File: config.mk
export PLATFORM = sky130hd
export DESIGN_NAME = adcsc_top
export DESIGN_NICKNAME = d
export VERILOG_FILES = /design/src/adcsc_pkg.sv /design/src/adcsc_top.sv
export SDC_FILE = /design/constraint.sdc
export NUM_CORES = 1
export LEC_CHECK = 0
export ABC_AREA = 1
export BUFFER_PORTS_ARGS = -buffer_cell sky130_fd_sc_hd__buf_4
export CAP_MARGIN = 20
export CELL_PAD_IN_SITES_DETAIL_PLACEMENT = 0
export CELL_PAD_IN_SITES_GLOBAL_PLACEMENT = 2
export CORE_AREA = 2 2 153 155
export DETAILED_ROUTE_END_ITERATION = 7
export DIE_AREA = 0 0 155 157
export PLACE_DENSITY = 0.77
export SYNTH_ARGS = -nofsm -noshare
export SYNTH_HDL_FRONTEND = slang
export SYNTH_SLANG_ARGS = --single-unit
File: constraint.sdc
create_clock -name clk_i -period 1.85 [get_ports clk_i]
set_input_delay 0 -clock clk_i [delete_from_list [all_inputs] [get_ports clk_i]]
set_output_delay 0 -clock clk_i [all_outputs]
set_load 0.1 [all_outputs]
File: src/adcsc_pkg.sv
// Package: register map, field positions, reset values, timing counts.
package adcsc_pkg;
    // ---------------------------------------------------------------
    // Bus widths
    // ---------------------------------------------------------------
    localparam int ADDR_W = 8;  // Byte offset width
    localparam int DATA_W = 16; // Read data width
    localparam int RAW_W  = 10; // Raw converter result width

    // ---------------------------------------------------------------
    // Register offsets
    // ---------------------------------------------------------------
    localparam logic [7:0] ADR_PWR  = 8'h62; // power_irq_control
    localparam logic [7:0] ADR_SEQ  = 8'h63; // sequence_debug_control
    localparam logic [7:0] ADR_CLK  = 8'h64; // clock_sample_control
    localparam logic [7:0] ADR_CTL  = 8'h65; // sequence_control
    localparam logic [7:0] ADR_STAT = 8'h66; // conversion_status_reg
    localparam logic [7:0] ADR_RES0 = 8'h70; // First result, 8 in a row

    // ---------------------------------------------------------------
    // Field positions
    // ---------------------------------------------------------------
    localparam int PWR_ON_BIT = 7; // analog_power_on
    localparam int FFC_BIT    = 6; // fast_flag_clear
    localparam int HIW_BIT    = 5; // halt_in_wait
    localparam int JR_BIT     = 4; // justify_right
    localparam int IRQEN_BIT  = 1; // seq_done_irq_enable
    localparam int IRQF_BIT   = 0; // seq_done_irq_flag, read only
    localparam int S1C_BIT    = 3; // single_conversion_length
    localparam int FIFO_BIT   = 2; // Result counter FIFO mode
    localparam int FRZH_BIT   = 1; // debug_halt_select_hi
    localparam int FRZL_BIT   = 0; // debug_halt_select_lo
    localparam int RES_BIT    = 7; // resolution_select
    localparam int S8C_BIT    = 6; // eight_conversion_length
    localparam int SCAN_BIT   = 5; // Continuous sequences
    localparam int SCF_BIT    = 7; // sequence_done_flag in status
    localparam int CCF_LSB    = 8; // conversion_done_flag field

    // ---------------------------------------------------------------
    // Reset values
    // ---------------------------------------------------------------
    localparam logic [7:0] PWR_RST = 8'h00;
    localparam logic [7:0] SEQ_RST = 8'h00;
    localparam logic [7:0] CLK_RST = 8'h01;
    localparam logic [7:0] CTL_RST = 8'h00;

    // ---------------------------------------------------------------
    // Freeze codes, sequence lengths minus one, conversion cycles
    // ---------------------------------------------------------------
    localparam logic [1:0] FRZ_FINISH = 2'h2;
    localparam logic [1:0] FRZ_NOW    = 2'h3;
    localparam logic [2:0] LEN_ONE    = 3'h0;
    localparam logic [2:0] LEN_FOUR   = 3'h3;
    localparam logic [2:0] LEN_EIGHT  = 3'h7;
    localparam logic [3:0] CONV8_CYC  = 4'hA;
    localparam logic [3:0] CONV10_CYC = 4'hC;

    // Sequencer states
    typedef enum logic [0:0] {SQ_IDLE, SQ_RUN} adcsc_state_t;
endpackage : adcsc_pkg

File: src/adcsc_top.sv
// Converter sequence control: registers, flags, sequencer, results.
//
// The strobed register port is this design's own decision.

// What this block does
// - Control 2/3 writes never start; only a power-off write aborts
// - Power bit cleared aborts and powers down
// - Normal clear: status read then result read
// - Fast clear: any result access clears flag
// - Normal: new sequence clears sequence-done
// - Fast: first result read clears sequence-done
// - Halt-in-wait stops and powers down
// - Leaving wait resumes without restarting
// - Ten-bit result at bits 6-15 or 0-9
// - Eight-bit result in high or low byte
// - Sequence end raises interrupt, results ready
// - Interrupt flag held until its clear events
// - Interrupt flag ignores all writes except a start
// - Reset clears pending interrupt
// - Single length unless eight length set
// - FIFO counter runs on and wraps
// - Counter zeroed at reset, normal start, end
// - Status shows the result counter
// - Freeze field picks breakpoint response
// - Debug release resumes exactly
// - Clock register write restarts sequence
// - Resolution bit picks eight or ten bits
// - Start clears sequence and conversion flags
module adcsc_top
    import adcsc_pkg::*;
#(
    parameter int N_RESULTS = 8 // Result file depth
) (
    input  wire logic              clk_i,         // System clock
    input  wire logic              srst_i,        // Sync reset, high
    input  wire logic [ADDR_W-1:0] addr_i,        // Register offset
    input  wire logic [7:0]        wdata_i,       // Write data
    input  wire logic              wr_i,          // Write strobe
    input  wire logic              rd_i,          // Read strobe
    output logic      [DATA_W-1:0] rdata_o,       // Read data
    input  wire logic              wait_i,        // Processor in wait
    input  wire logic              debug_i,       // background_debug on
    input  wire logic [RAW_W-1:0]  conv_data_i,   // Converter result
    output logic                   irq_o,         // Sequence interrupt
    output logic                   analog_en_o,   // Analog powered
    output logic                   busy_o         // Sequence running
);
    // ---------------------------------------------------------------
    // Elaboration check
    // ---------------------------------------------------------------
    // The counter and index fields are three bits wide
    if (N_RESULTS != 8) $error("N_RESULTS must be 8");

    // ---------------------------------------------------------------
    // Storage
    // ---------------------------------------------------------------
    logic [7:0]       pwr_reg;       // power_irq_control
    logic [7:0]       seq_reg;       // sequence_debug_control
    logic [7:0]       clk_reg;       // clock_sample_control
    logic [7:0]       ctl_reg;       // sequence_control
    logic             irqf_reg;      // seq_done_irq_flag
    logic             scf_reg;       // sequence_done_flag
    logic [7:0]       ccf_reg;       // conversion_done_flag per entry
    logic [7:0]       armed_reg;     // Flag seen by a status read
    logic [RAW_W-1:0] res_reg [8];   // Raw results
    logic [2:0]       ptr_reg;       // Result counter
    logic [2:0]       cnt_reg;       // Conversions done this sequence
    logic [2:0]       len_reg;       // Sequence length minus one
    logic [3:0]       phase_reg;     // Cycle within a conversion
    adcsc_state_t     state_reg;     // Sequencer state
    logic [DATA_W-1:0] rdata_reg;    // Read data flop
    logic             irq_reg;       // Interrupt output flop
    logic             aen_reg;       // Analog enable flop
    logic             busy_reg;      // Busy flop

    // ---------------------------------------------------------------
    // Address decode
    // ---------------------------------------------------------------
    logic       wr_pwr;   // Write power_irq_control
    logic       wr_seq;   // Write sequence_debug_control
    logic       wr_clk;   // Write clock_sample_control
    logic       wr_ctl;   // Write sequence_control
    logic       rd_stat;  // Read status
    logic       res_hit;  // Address is in the result file
    logic       rd_res;   // Read of a result
    logic       acc_res;  // Read or write of a result
    logic [2:0] res_idx;  // Result index

    assign wr_pwr  = wr_i && (addr_i == ADR_PWR);
    assign wr_seq  = wr_i && (addr_i == ADR_SEQ);
    assign wr_clk  = wr_i && (addr_i == ADR_CLK);
    assign wr_ctl  = wr_i && (addr_i == ADR_CTL);
    assign rd_stat = rd_i && (addr_i == ADR_STAT);
    assign res_hit = (addr_i[7:3] == ADR_RES0[7:3]);
    assign rd_res  = rd_i && res_hit;
    assign acc_res = (rd_i || wr_i) && res_hit;
    assign res_idx = addr_i[2:0];

    // ---------------------------------------------------------------
    // Control terms
    // ---------------------------------------------------------------
    logic       ffc;        // Fast flag clearing
    logic       fifo;       // Result counter free running
    logic [1:0] frz;        // Debug freeze select
    logic       start;      // New sequence
    logic       power_off;  // Power bit being cleared
    logic       wait_halt;  // Halted by wait
    logic       stall;      // Sequencer held this cycle
    logic [3:0] conv_top;   // Last phase of a conversion
    logic       done_conv;  // Conversion completes now
    logic       seq_end;    // Sequence completes now
    logic       s8c_new;    // Eight length bit seen at start
    logic [7:0] clr_ccf;    // Software clear per entry

    assign ffc  = pwr_reg[FFC_BIT];
    assign fifo = seq_reg[FIFO_BIT];
    assign frz  = {seq_reg[FRZH_BIT], seq_reg[FRZL_BIT]};
    // Control 2/3 writes stay out of this term
    assign start = (wr_clk || wr_ctl) && pwr_reg[PWR_ON_BIT];
    assign power_off = wr_pwr && !wdata_i[PWR_ON_BIT];
    assign wait_halt = wait_i && pwr_reg[HIW_BIT];
    // Finish mode stops only on a conversion boundary
    assign stall = wait_halt
                 || (debug_i && (frz == FRZ_NOW))
                 || (debug_i && (frz == FRZ_FINISH)
                     && (phase_reg == 4'h0));
    // Resolution chooses conversion length
    assign conv_top = clk_reg[RES_BIT] ? CONV10_CYC - 4'h1
                                       : CONV8_CYC - 4'h1;
    assign done_conv = (state_reg == SQ_RUN) && !stall
                     && (phase_reg == conv_top);
    assign seq_end = done_conv && (cnt_reg == len_reg);
    assign s8c_new = wr_ctl ? wdata_i[S8C_BIT] : ctl_reg[S8C_BIT];

    // ---------------------------------------------------------------
    // Control register writes
    // ---------------------------------------------------------------
    // The interrupt flag is not stored here, so only a start write can reach it
    always_ff @(posedge clk_i)
    begin
        if (srst_i)
        begin
            pwr_reg <= PWR_RST;
            seq_reg <= SEQ_RST;
            clk_reg <= CLK_RST;
            ctl_reg <= CTL_RST;
        end
        else
        begin
            if (wr_pwr)
            begin
                pwr_reg <= {wdata_i[7:1], 1'b0};
            end
            if (wr_seq)
            begin
                seq_reg <= wdata_i;
            end
            if (wr_clk)
            begin
                clk_reg <= wdata_i;
            end
            if (wr_ctl)
            begin
                ctl_reg <= wdata_i;
            end
        end
    end

    // ---------------------------------------------------------------
    // Sequencer state
    // ---------------------------------------------------------------
    always_ff @(posedge clk_i)
    begin
        if (srst_i)
        begin
            state_reg <= SQ_IDLE;
        end
        else if (power_off)
        begin
            // Abort whatever runs
            state_reg <= SQ_IDLE;
        end
        else if (start)
        begin
            state_reg <= SQ_RUN;
        end
        else if (seq_end && !ctl_reg[SCAN_BIT])
        begin
            state_reg <= SQ_IDLE;
        end
    end

    // ---------------------------------------------------------------
    // Conversion phase counter
    // ---------------------------------------------------------------
    // A stall freezes the phase, so release resumes in place
    always_ff @(posedge clk_i)
    begin
        if (srst_i || start || power_off)
        begin
            phase_reg <= 4'h0;
        end
        else if ((state_reg == SQ_RUN) && !stall)
        begin
            phase_reg <= done_conv ? 4'h0 : phase_reg + 4'h1;
        end
    end

    // ---------------------------------------------------------------
    // Sequence length and progress
    // ---------------------------------------------------------------
    always_ff @(posedge clk_i)
    begin
        if (srst_i)
        begin
            len_reg <= LEN_FOUR;
            cnt_reg <= 3'h0;
        end
        else if (start)
        begin
            cnt_reg <= 3'h0;
            // Eight length wins over single length
            if (s8c_new)
            begin
                len_reg <= LEN_EIGHT;
            end
            else if (seq_reg[S1C_BIT])
            begin
                len_reg <= LEN_ONE;
            end
            else
            begin
                len_reg <= LEN_FOUR;
            end
        end
        else if (done_conv)
        begin
            cnt_reg <= seq_end ? 3'h0 : cnt_reg + 3'h1;
        end
    end

    // ---------------------------------------------------------------
    // Result counter
    // ---------------------------------------------------------------
    // Three-bit counter wraps at the end of the file by itself
    always_ff @(posedge clk_i)
    begin
        if (srst_i)
        begin
            ptr_reg <= 3'h0;
        end
        else if (start && !fifo)
        begin
            ptr_reg <= 3'h0;
        end
        else if (done_conv)
        begin
            if (seq_end && !fifo)
            begin
                ptr_reg <= 3'h0;
            end
            else
            begin
                ptr_reg <= ptr_reg + 3'h1;
            end
        end
    end

    // ---------------------------------------------------------------
    // Per-entry results and conversion flags
    // ---------------------------------------------------------------
    for (genvar i = 0; i < 8; i++)
    begin : g_entry
        // Normal needs a prior status read, fast needs none
        assign clr_ccf[i] = ccf_reg[i] && (res_idx == i)
                          && (ffc ? acc_res
                                  : (rd_res && armed_reg[i]));

        // Result capture
        always_ff @(posedge clk_i)
        begin
            if (srst_i)
            begin
                res_reg[i] <= '0;
            end
            else if (done_conv && (ptr_reg == i))
            begin
                res_reg[i] <= conv_data_i;
            end
        end

        // Flag: hardware set wins over every clear
        always_ff @(posedge clk_i)
        begin
            if (srst_i)
            begin
                ccf_reg[i] <= 1'b0;
            end
            else if (done_conv && (ptr_reg == i))
            begin
                ccf_reg[i] <= 1'b1;
            end
            else if (start || clr_ccf[i])
            begin
                ccf_reg[i] <= 1'b0;
            end
        end

        // Status read arms only flags that are set at that moment
        always_ff @(posedge clk_i)
        begin
            if (srst_i)
            begin
                armed_reg[i] <= 1'b0;
            end
            else if (rd_stat)
            begin
                armed_reg[i] <= ccf_reg[i];
            end
            else if (start || clr_ccf[i])
            begin
                armed_reg[i] <= 1'b0;
            end
        end
    end

    // ---------------------------------------------------------------
    // Sequence-done flag
    // ---------------------------------------------------------------
    always_ff @(posedge clk_i)
    begin
        if (srst_i)
        begin
            scf_reg <= 1'b0;
        end
        else if (seq_end)
        begin
            scf_reg <= 1'b1;
        end
        else if (start)
        begin
            scf_reg <= 1'b0;
        end
        else if (ffc && rd_res)
        begin
            scf_reg <= 1'b0;
        end
    end

    // ---------------------------------------------------------------
    // Sequence interrupt flag
    // ---------------------------------------------------------------
    // Results are already stored when the flag rises
    always_ff @(posedge clk_i)
    begin
        if (srst_i)
        begin
            irqf_reg <= 1'b0;
        end
        else if (seq_end)
        begin
            irqf_reg <= 1'b1;
        end
        // A fast-mode result write clears its entry, not this flag
        else if (start || (rd_res && (clr_ccf != 8'h00)))
        begin
            irqf_reg <= 1'b0;
        end
    end

    // ---------------------------------------------------------------
    // Output flops
    // ---------------------------------------------------------------
    always_ff @(posedge clk_i)
    begin
        if (srst_i)
        begin
            irq_reg  <= 1'b0;
            aen_reg  <= 1'b0;
            busy_reg <= 1'b0;
        end
        else
        begin
            irq_reg  <= irqf_reg && pwr_reg[IRQEN_BIT];
            // Wait halt drops analog power, registers are kept
            aen_reg  <= pwr_reg[PWR_ON_BIT] && !wait_halt;
            busy_reg <= (state_reg == SQ_RUN);
        end
    end

    // ---------------------------------------------------------------
    // Result formatting
    // ---------------------------------------------------------------
    function automatic logic [15:0] fmt(input logic [RAW_W-1:0] r,
                                        input logic r10,
                                        input logic jr);
        logic [15:0] v;
        v = 16'h0000;
        if (r10)
        begin
            v = jr ? {6'h00, r} : {r, 6'h00};
        end
        else
        begin
            v = jr ? {8'h00, r[9:2]} : {r[9:2], 8'h00};
        end
        return v;
    endfunction : fmt

    // ---------------------------------------------------------------
    // Read data
    // ---------------------------------------------------------------
    // Data stand one cycle after the strobe and read zero otherwise
    always_ff @(posedge clk_i)
    begin
        if (srst_i || !rd_i)
        begin
            rdata_reg <= 16'h0000;
        end
        else if (res_hit)
        begin
            rdata_reg <= fmt(res_reg[res_idx], clk_reg[RES_BIT],
                             pwr_reg[JR_BIT]);
        end
        else
        begin
            unique case (addr_i)
                ADR_PWR:  rdata_reg <= {8'h00, pwr_reg[7:1], irqf_reg};
                ADR_SEQ:  rdata_reg <= {8'h00, seq_reg};
                ADR_CLK:  rdata_reg <= {8'h00, clk_reg};
                ADR_CTL:  rdata_reg <= {8'h00, ctl_reg};
                ADR_STAT: rdata_reg <= {ccf_reg, scf_reg, 4'h0,
                                        ptr_reg};
                default:  rdata_reg <= 16'h0000; // Unmapped
            endcase
        end
    end

    assign rdata_o     = rdata_reg;
    assign irq_o       = irq_reg;
    assign analog_en_o = aen_reg;
    assign busy_o      = busy_reg;

    // ---------------------------------------------------------------
    // Assertions
    // ---------------------------------------------------------------
    property p_no_start_ctl23;
        @(posedge clk_i) disable iff (srst_i)
        (wr_seq || (wr_pwr && wdata_i[PWR_ON_BIT]))
            |=> (state_reg == $past(state_reg))
                || $past(seq_end);
    endproperty
    a_no_start_ctl23: assert property (p_no_start_ctl23)
        else $error("control 2/3 write changed sequencer");

    property p_power_off;
        @(posedge clk_i) disable iff (srst_i)
        power_off |=> (state_reg == SQ_IDLE) ##1 !analog_en_o;
    endproperty
    a_power_off: assert property (p_power_off)
        else $error("power off did not abort");

    property p_fast_clear;
        @(posedge clk_i) disable iff (srst_i)
        (acc_res && ffc && (res_idx == 3'h0)
         && !(done_conv && (ptr_reg == 3'h0))) |=> !ccf_reg[0];
    endproperty
    a_fast_clear: assert property (p_fast_clear)
        else $error("fast clear missed");

    property p_scf_start;
        @(posedge clk_i) disable iff (srst_i)
        start |=> (!scf_reg || $past(seq_end))
                  && (ccf_reg == 8'h00 || $past(done_conv));
    endproperty
    a_scf_start: assert property (p_scf_start)
        else $error("start left flags set");

    property p_wait_hold;
        @(posedge clk_i) disable iff (srst_i)
        (wait_halt && !start && !power_off)
            |=> $stable(phase_reg) ##0 !analog_en_o;
    endproperty
    a_wait_hold: assert property (p_wait_hold)
        else $error("wait halt did not hold");

    property p_just_10r;
        @(posedge clk_i) disable iff (srst_i)
        (rd_res && clk_reg[RES_BIT] && pwr_reg[JR_BIT])
            |=> (rdata_o[15:10] == 6'h00);
    endproperty
    a_just_10r: assert property (p_just_10r)
        else $error("right justified data too wide");

    property p_len_eight;
        @(posedge clk_i) disable iff (srst_i)
        (start && s8c_new) |=> (len_reg == LEN_EIGHT);
    endproperty
    a_len_eight: assert property (p_len_eight)
        else $error("eight length did not win");

    property p_ptr_zero;
        @(posedge clk_i) disable iff (srst_i)
        (start && !fifo) |=> (ptr_reg == 3'h0);
    endproperty
    a_ptr_zero: assert property (p_ptr_zero)
        else $error("counter not zeroed");

    property p_irq_out;
        @(posedge clk_i) disable iff (srst_i)
        seq_end && pwr_reg[IRQEN_BIT] |=> ##1 irq_o;
    endproperty
    a_irq_out: assert property (p_irq_out)
        else $error("interrupt output missing");

    c_seq_end: cover property (@(posedge clk_i) disable iff (srst_i)
        seq_end);
    c_frz: cover property (@(posedge clk_i) disable iff (srst_i)
        debug_i && stall && (state_reg == SQ_RUN));
    c_wrap: cover property (@(posedge clk_i) disable iff (srst_i)
        fifo && done_conv && (ptr_reg == 3'h7));
endmodule : adcsc_top

==> results by group <==
Run status
  – Outcome: finished clean

Timing
  – Unrepaired setup endpoints after global routing: true
  – Final Cycle Share: 0.976
  – Min Tclk post-route: 1.81 ns
  – Fin. max-slew vios: 0
  – Slew headroom: 0.656
  – Slew @ Worst Pin: 0.515 ns
  – Clock Skews: 0.0132 ns
  – Max Clk Rate: 554 MHz
  – Min Hold Slack: 0.0422 ns
  – Final TNS setup: 0 ns
  – Endpoints failing setup: 0
  – Final hold violation count: 0

Clocking
  – Worst-skew pair later-pin latency: 0.43 ns
  – CTS tree: yes
  – CTS buffer count: 17
  – CTS Buffer Depth: 2
  – H-tree Lvls: 4
  – Worst-path clk slew: 0.07 ns
  – Clk sinks: 161
  – Root Driver: clkbuf_16

Layout
  – Max reg flops: 80
  – Final nets: 994
  – Post-Route Utilization: 0.405
  – Finished Layout Cells: 1251
  – Ant diodes: 0
  – Share of layout cells above drive strength 1: 0.194
  – Syn-to-layout area delta: 24.3%

Floorplan
  – Row count: 55
  – Full die area: 24300 sq um
  – Chip Height: 157 um
  – Core footprint: 22500 sq um
  – Chip Width: 155 um
  – Starting Density: 0.326
  – I/O pin count: 51

Detailed routing
  – Routed len/inst: 18.9 um
  – Residual DRC: 0
  – Detailed Route Iter0 Violations: 504
  – Drt via density: 5.05
  – Vias: 6320
  – 1st-pass router iterations: 5
  – Routed Antenna Nets: 0
  – Drt total wl: 23600 um

Hold path
  – Worst hold path startpoint: conv_data_i[7]
  – Worst min-delay path class: in -> reg
  – Hold EP: res_reg[7][7]
  – Hold path cells: 3

Yosys
  – Ys flop type: dfxtp_1
  – Synthesis warning total: 0
  – Post-synth top area share: 0.328
  – Register bit count reported by yosys: 161
  – Mean Syn Cell Area: 8.52 sq um
  – Post-synthesis cell count: 861
  – Commonest cells post-synth: 203 x nand2_1, 109 x nor2_1, 81 x dfxtp_1
  – Most frequent cell after synthesis: nand2_1
  – EDFF count, synth: 80
  – Synth area leader: edfxtp_1
  – Syn Std Cell Area: 7330 sq um
  – Sequential fraction of the synthesis area: 0.549
  – Cell variety after synth: 39
  – Post-synth ARST share: 0
  – Syn_nets: 902
  – Area contributors post-synth: edfxtp_1 33%, dfxtp_1 22%, nand2_1 10%

Placed design
  – Routability cong.: 0.841
  – HPWL Detailed: 17000 um
  – Placed Instances: 1200
  – IO buf count: 50

Global route
  – Initial antenna violation count: 1
  – Number of global-route vias before repair: 6001
  – Grt total ovfl: 0
  – First-pass GRT wire length: 35500 um
  – Total track usage: 0.196
  – Largest net degree at the start of global routing: 26

Worst setup path
  – Arr. time, crit path: 1.94 ns
  – Critical path class: reg -> reg
  – Startpoint Class: flip-flop
  – Nature of the critical path endpoint: flip-flop
  – RR Endpoint: res_reg[4][4]
  – Worst reg2reg startpoint: phase_reg[1]
  – R2R Setup Slk: 0.04 ns
  – Cell count of the worst reg-to-reg path: 7
  – Crit path required time: 1.98 ns
  – CP Max Fanout: 7

Pwr
  – Pwr/cell area: 853 nW/um^2
  – P_leak: 3.64 nW
  – Peak supply drop: 0.474 mV
  – Pwr Total: 0.00777 W

Run
  – Max_cap viols: 0
-- cell usage in the layout, fill, tap and decap left out, types with 2 or more instances in the layout --
master	count
inv_8	2
o22ai_1	15
nand3b_1	9
clkbuf_1	2
dfxtp_2	2
nor3_2	5
ha_1	8
nor3_1	7
edfxtp_1	80
nor2_1	102
clkinv_1	3
dfxtp_1	79
nand3_1	54
inv_2	11
a21oi_2	2
a22oi_1	6
a21oi_1	46
clkinv_4	3
nor2_2	14
buf_12	5
nand2_2	8
dlygate4sd3_1	13
xor2_1	6
buf_6	4
nor3_4	4
clkbuf_16	17
inv_6	4
o21ai_2	2
inv_1	62
or2_4	8
o21ai_0	40
or2_2	3
o211ai_1	10
nand4_1	24
buf_4	86
o21ai_1	12
nand2_1	197
-- kinds of logic after synthesis --
family	Yosys count	synth area share
xor+xnor	7	0.00836
fa+ha+maj	9	0.0154
simple gates	436	0.261
buf+inv	112	0.0623
compound gates	136	0.105
flops	161	0.549
-- critical path: stages, from the launching register on --
cell and delay, ns:
dfxtp_2 0.33, buf_6 0.11, xor2_1 0.15, nor2_1 0.13, nand4_1 0.12, buf_6 0.18
nor3_2 0.25, or2_2 0.25
-- area by class of cell --
class                           count  area, sq um
Clock buffer                       19          433
Clock inverter                     13          126
Fill cell                        2284        13400
Inverter                           74          278
Multi-Input combinational cell    591         2970
Sequential cell                   161         4030
Tap cell                          285          357
Timing Repair Buffer              108          921
-- worst max path at each step --
stage	start	endpoint	slack, ns	depth (start not counted)
2_1_floorplan	phase_reg[0]	res_reg[3][0]	0.06	9
6_report	phase_reg[1]	res_reg[4][4]	0.04	7
3_3_place_gp	phase_reg[0]	res_reg[2][0]	0.01	9
4_1_cts	phase_reg[0]	res_reg[6][4]	-0.03	10
3_5_place_dp	phase_reg[0]	res_reg[5][5]	-0.06	9
5_1_grt	phase_reg[1]	res_reg[4][4]	-0.004	9
-- per-layer routing --
| layer | share of wire | GRT usage | vias up |
|---|---|---|---|
| met5 | 0 | 0 | - |
| met4 | 0.015 | 0.0503 | 0 |
| met2 | 0.44 | 0.301 | 186 |
| met1 | 0.49 | 0.283 | 3022 |
| met3 | 0.056 | 0.0383 | 26 |
| li1 | - | - | 3086 |
-- power breakdown --
| group | switching (W) | total, W | internal [W] |
|---|---|---|---|
| Clock | 0.00154 | 0.00343 | 0.00188 |
| Combinational | 0.000335 | 0.000497 | 0.000162 |
| Sequential | 0.0000280 | 0.00385 | 0.00382 |
-- what timing repair did --
item / 4_1_cts / 5_1_grt
buffers inserted: 0 / 2
hold endpoints to repair: 34 / 0
hold buffers: 13 / 0
pin swaps: 0 / 9
gates resized for setup: 3 / 37
gates cloned: 0 / 4
endpoints found under the setup margin: 41 / 127
-- through the flow --
| stage | setup WS [ns] | instance area (sq um) |
|---|---|---|
| global route | -0.00439 | 9110 |
| CTS | -0.0304 | 8950 |
| detailed placement | -0.0600 | 8250 |
| finish | 0.0441 | 9110 |
| floorplan | 0.0576 | 7330 |
| global placement | 0.0129 | 8250 |
Power figures use the tool's default switching activity.
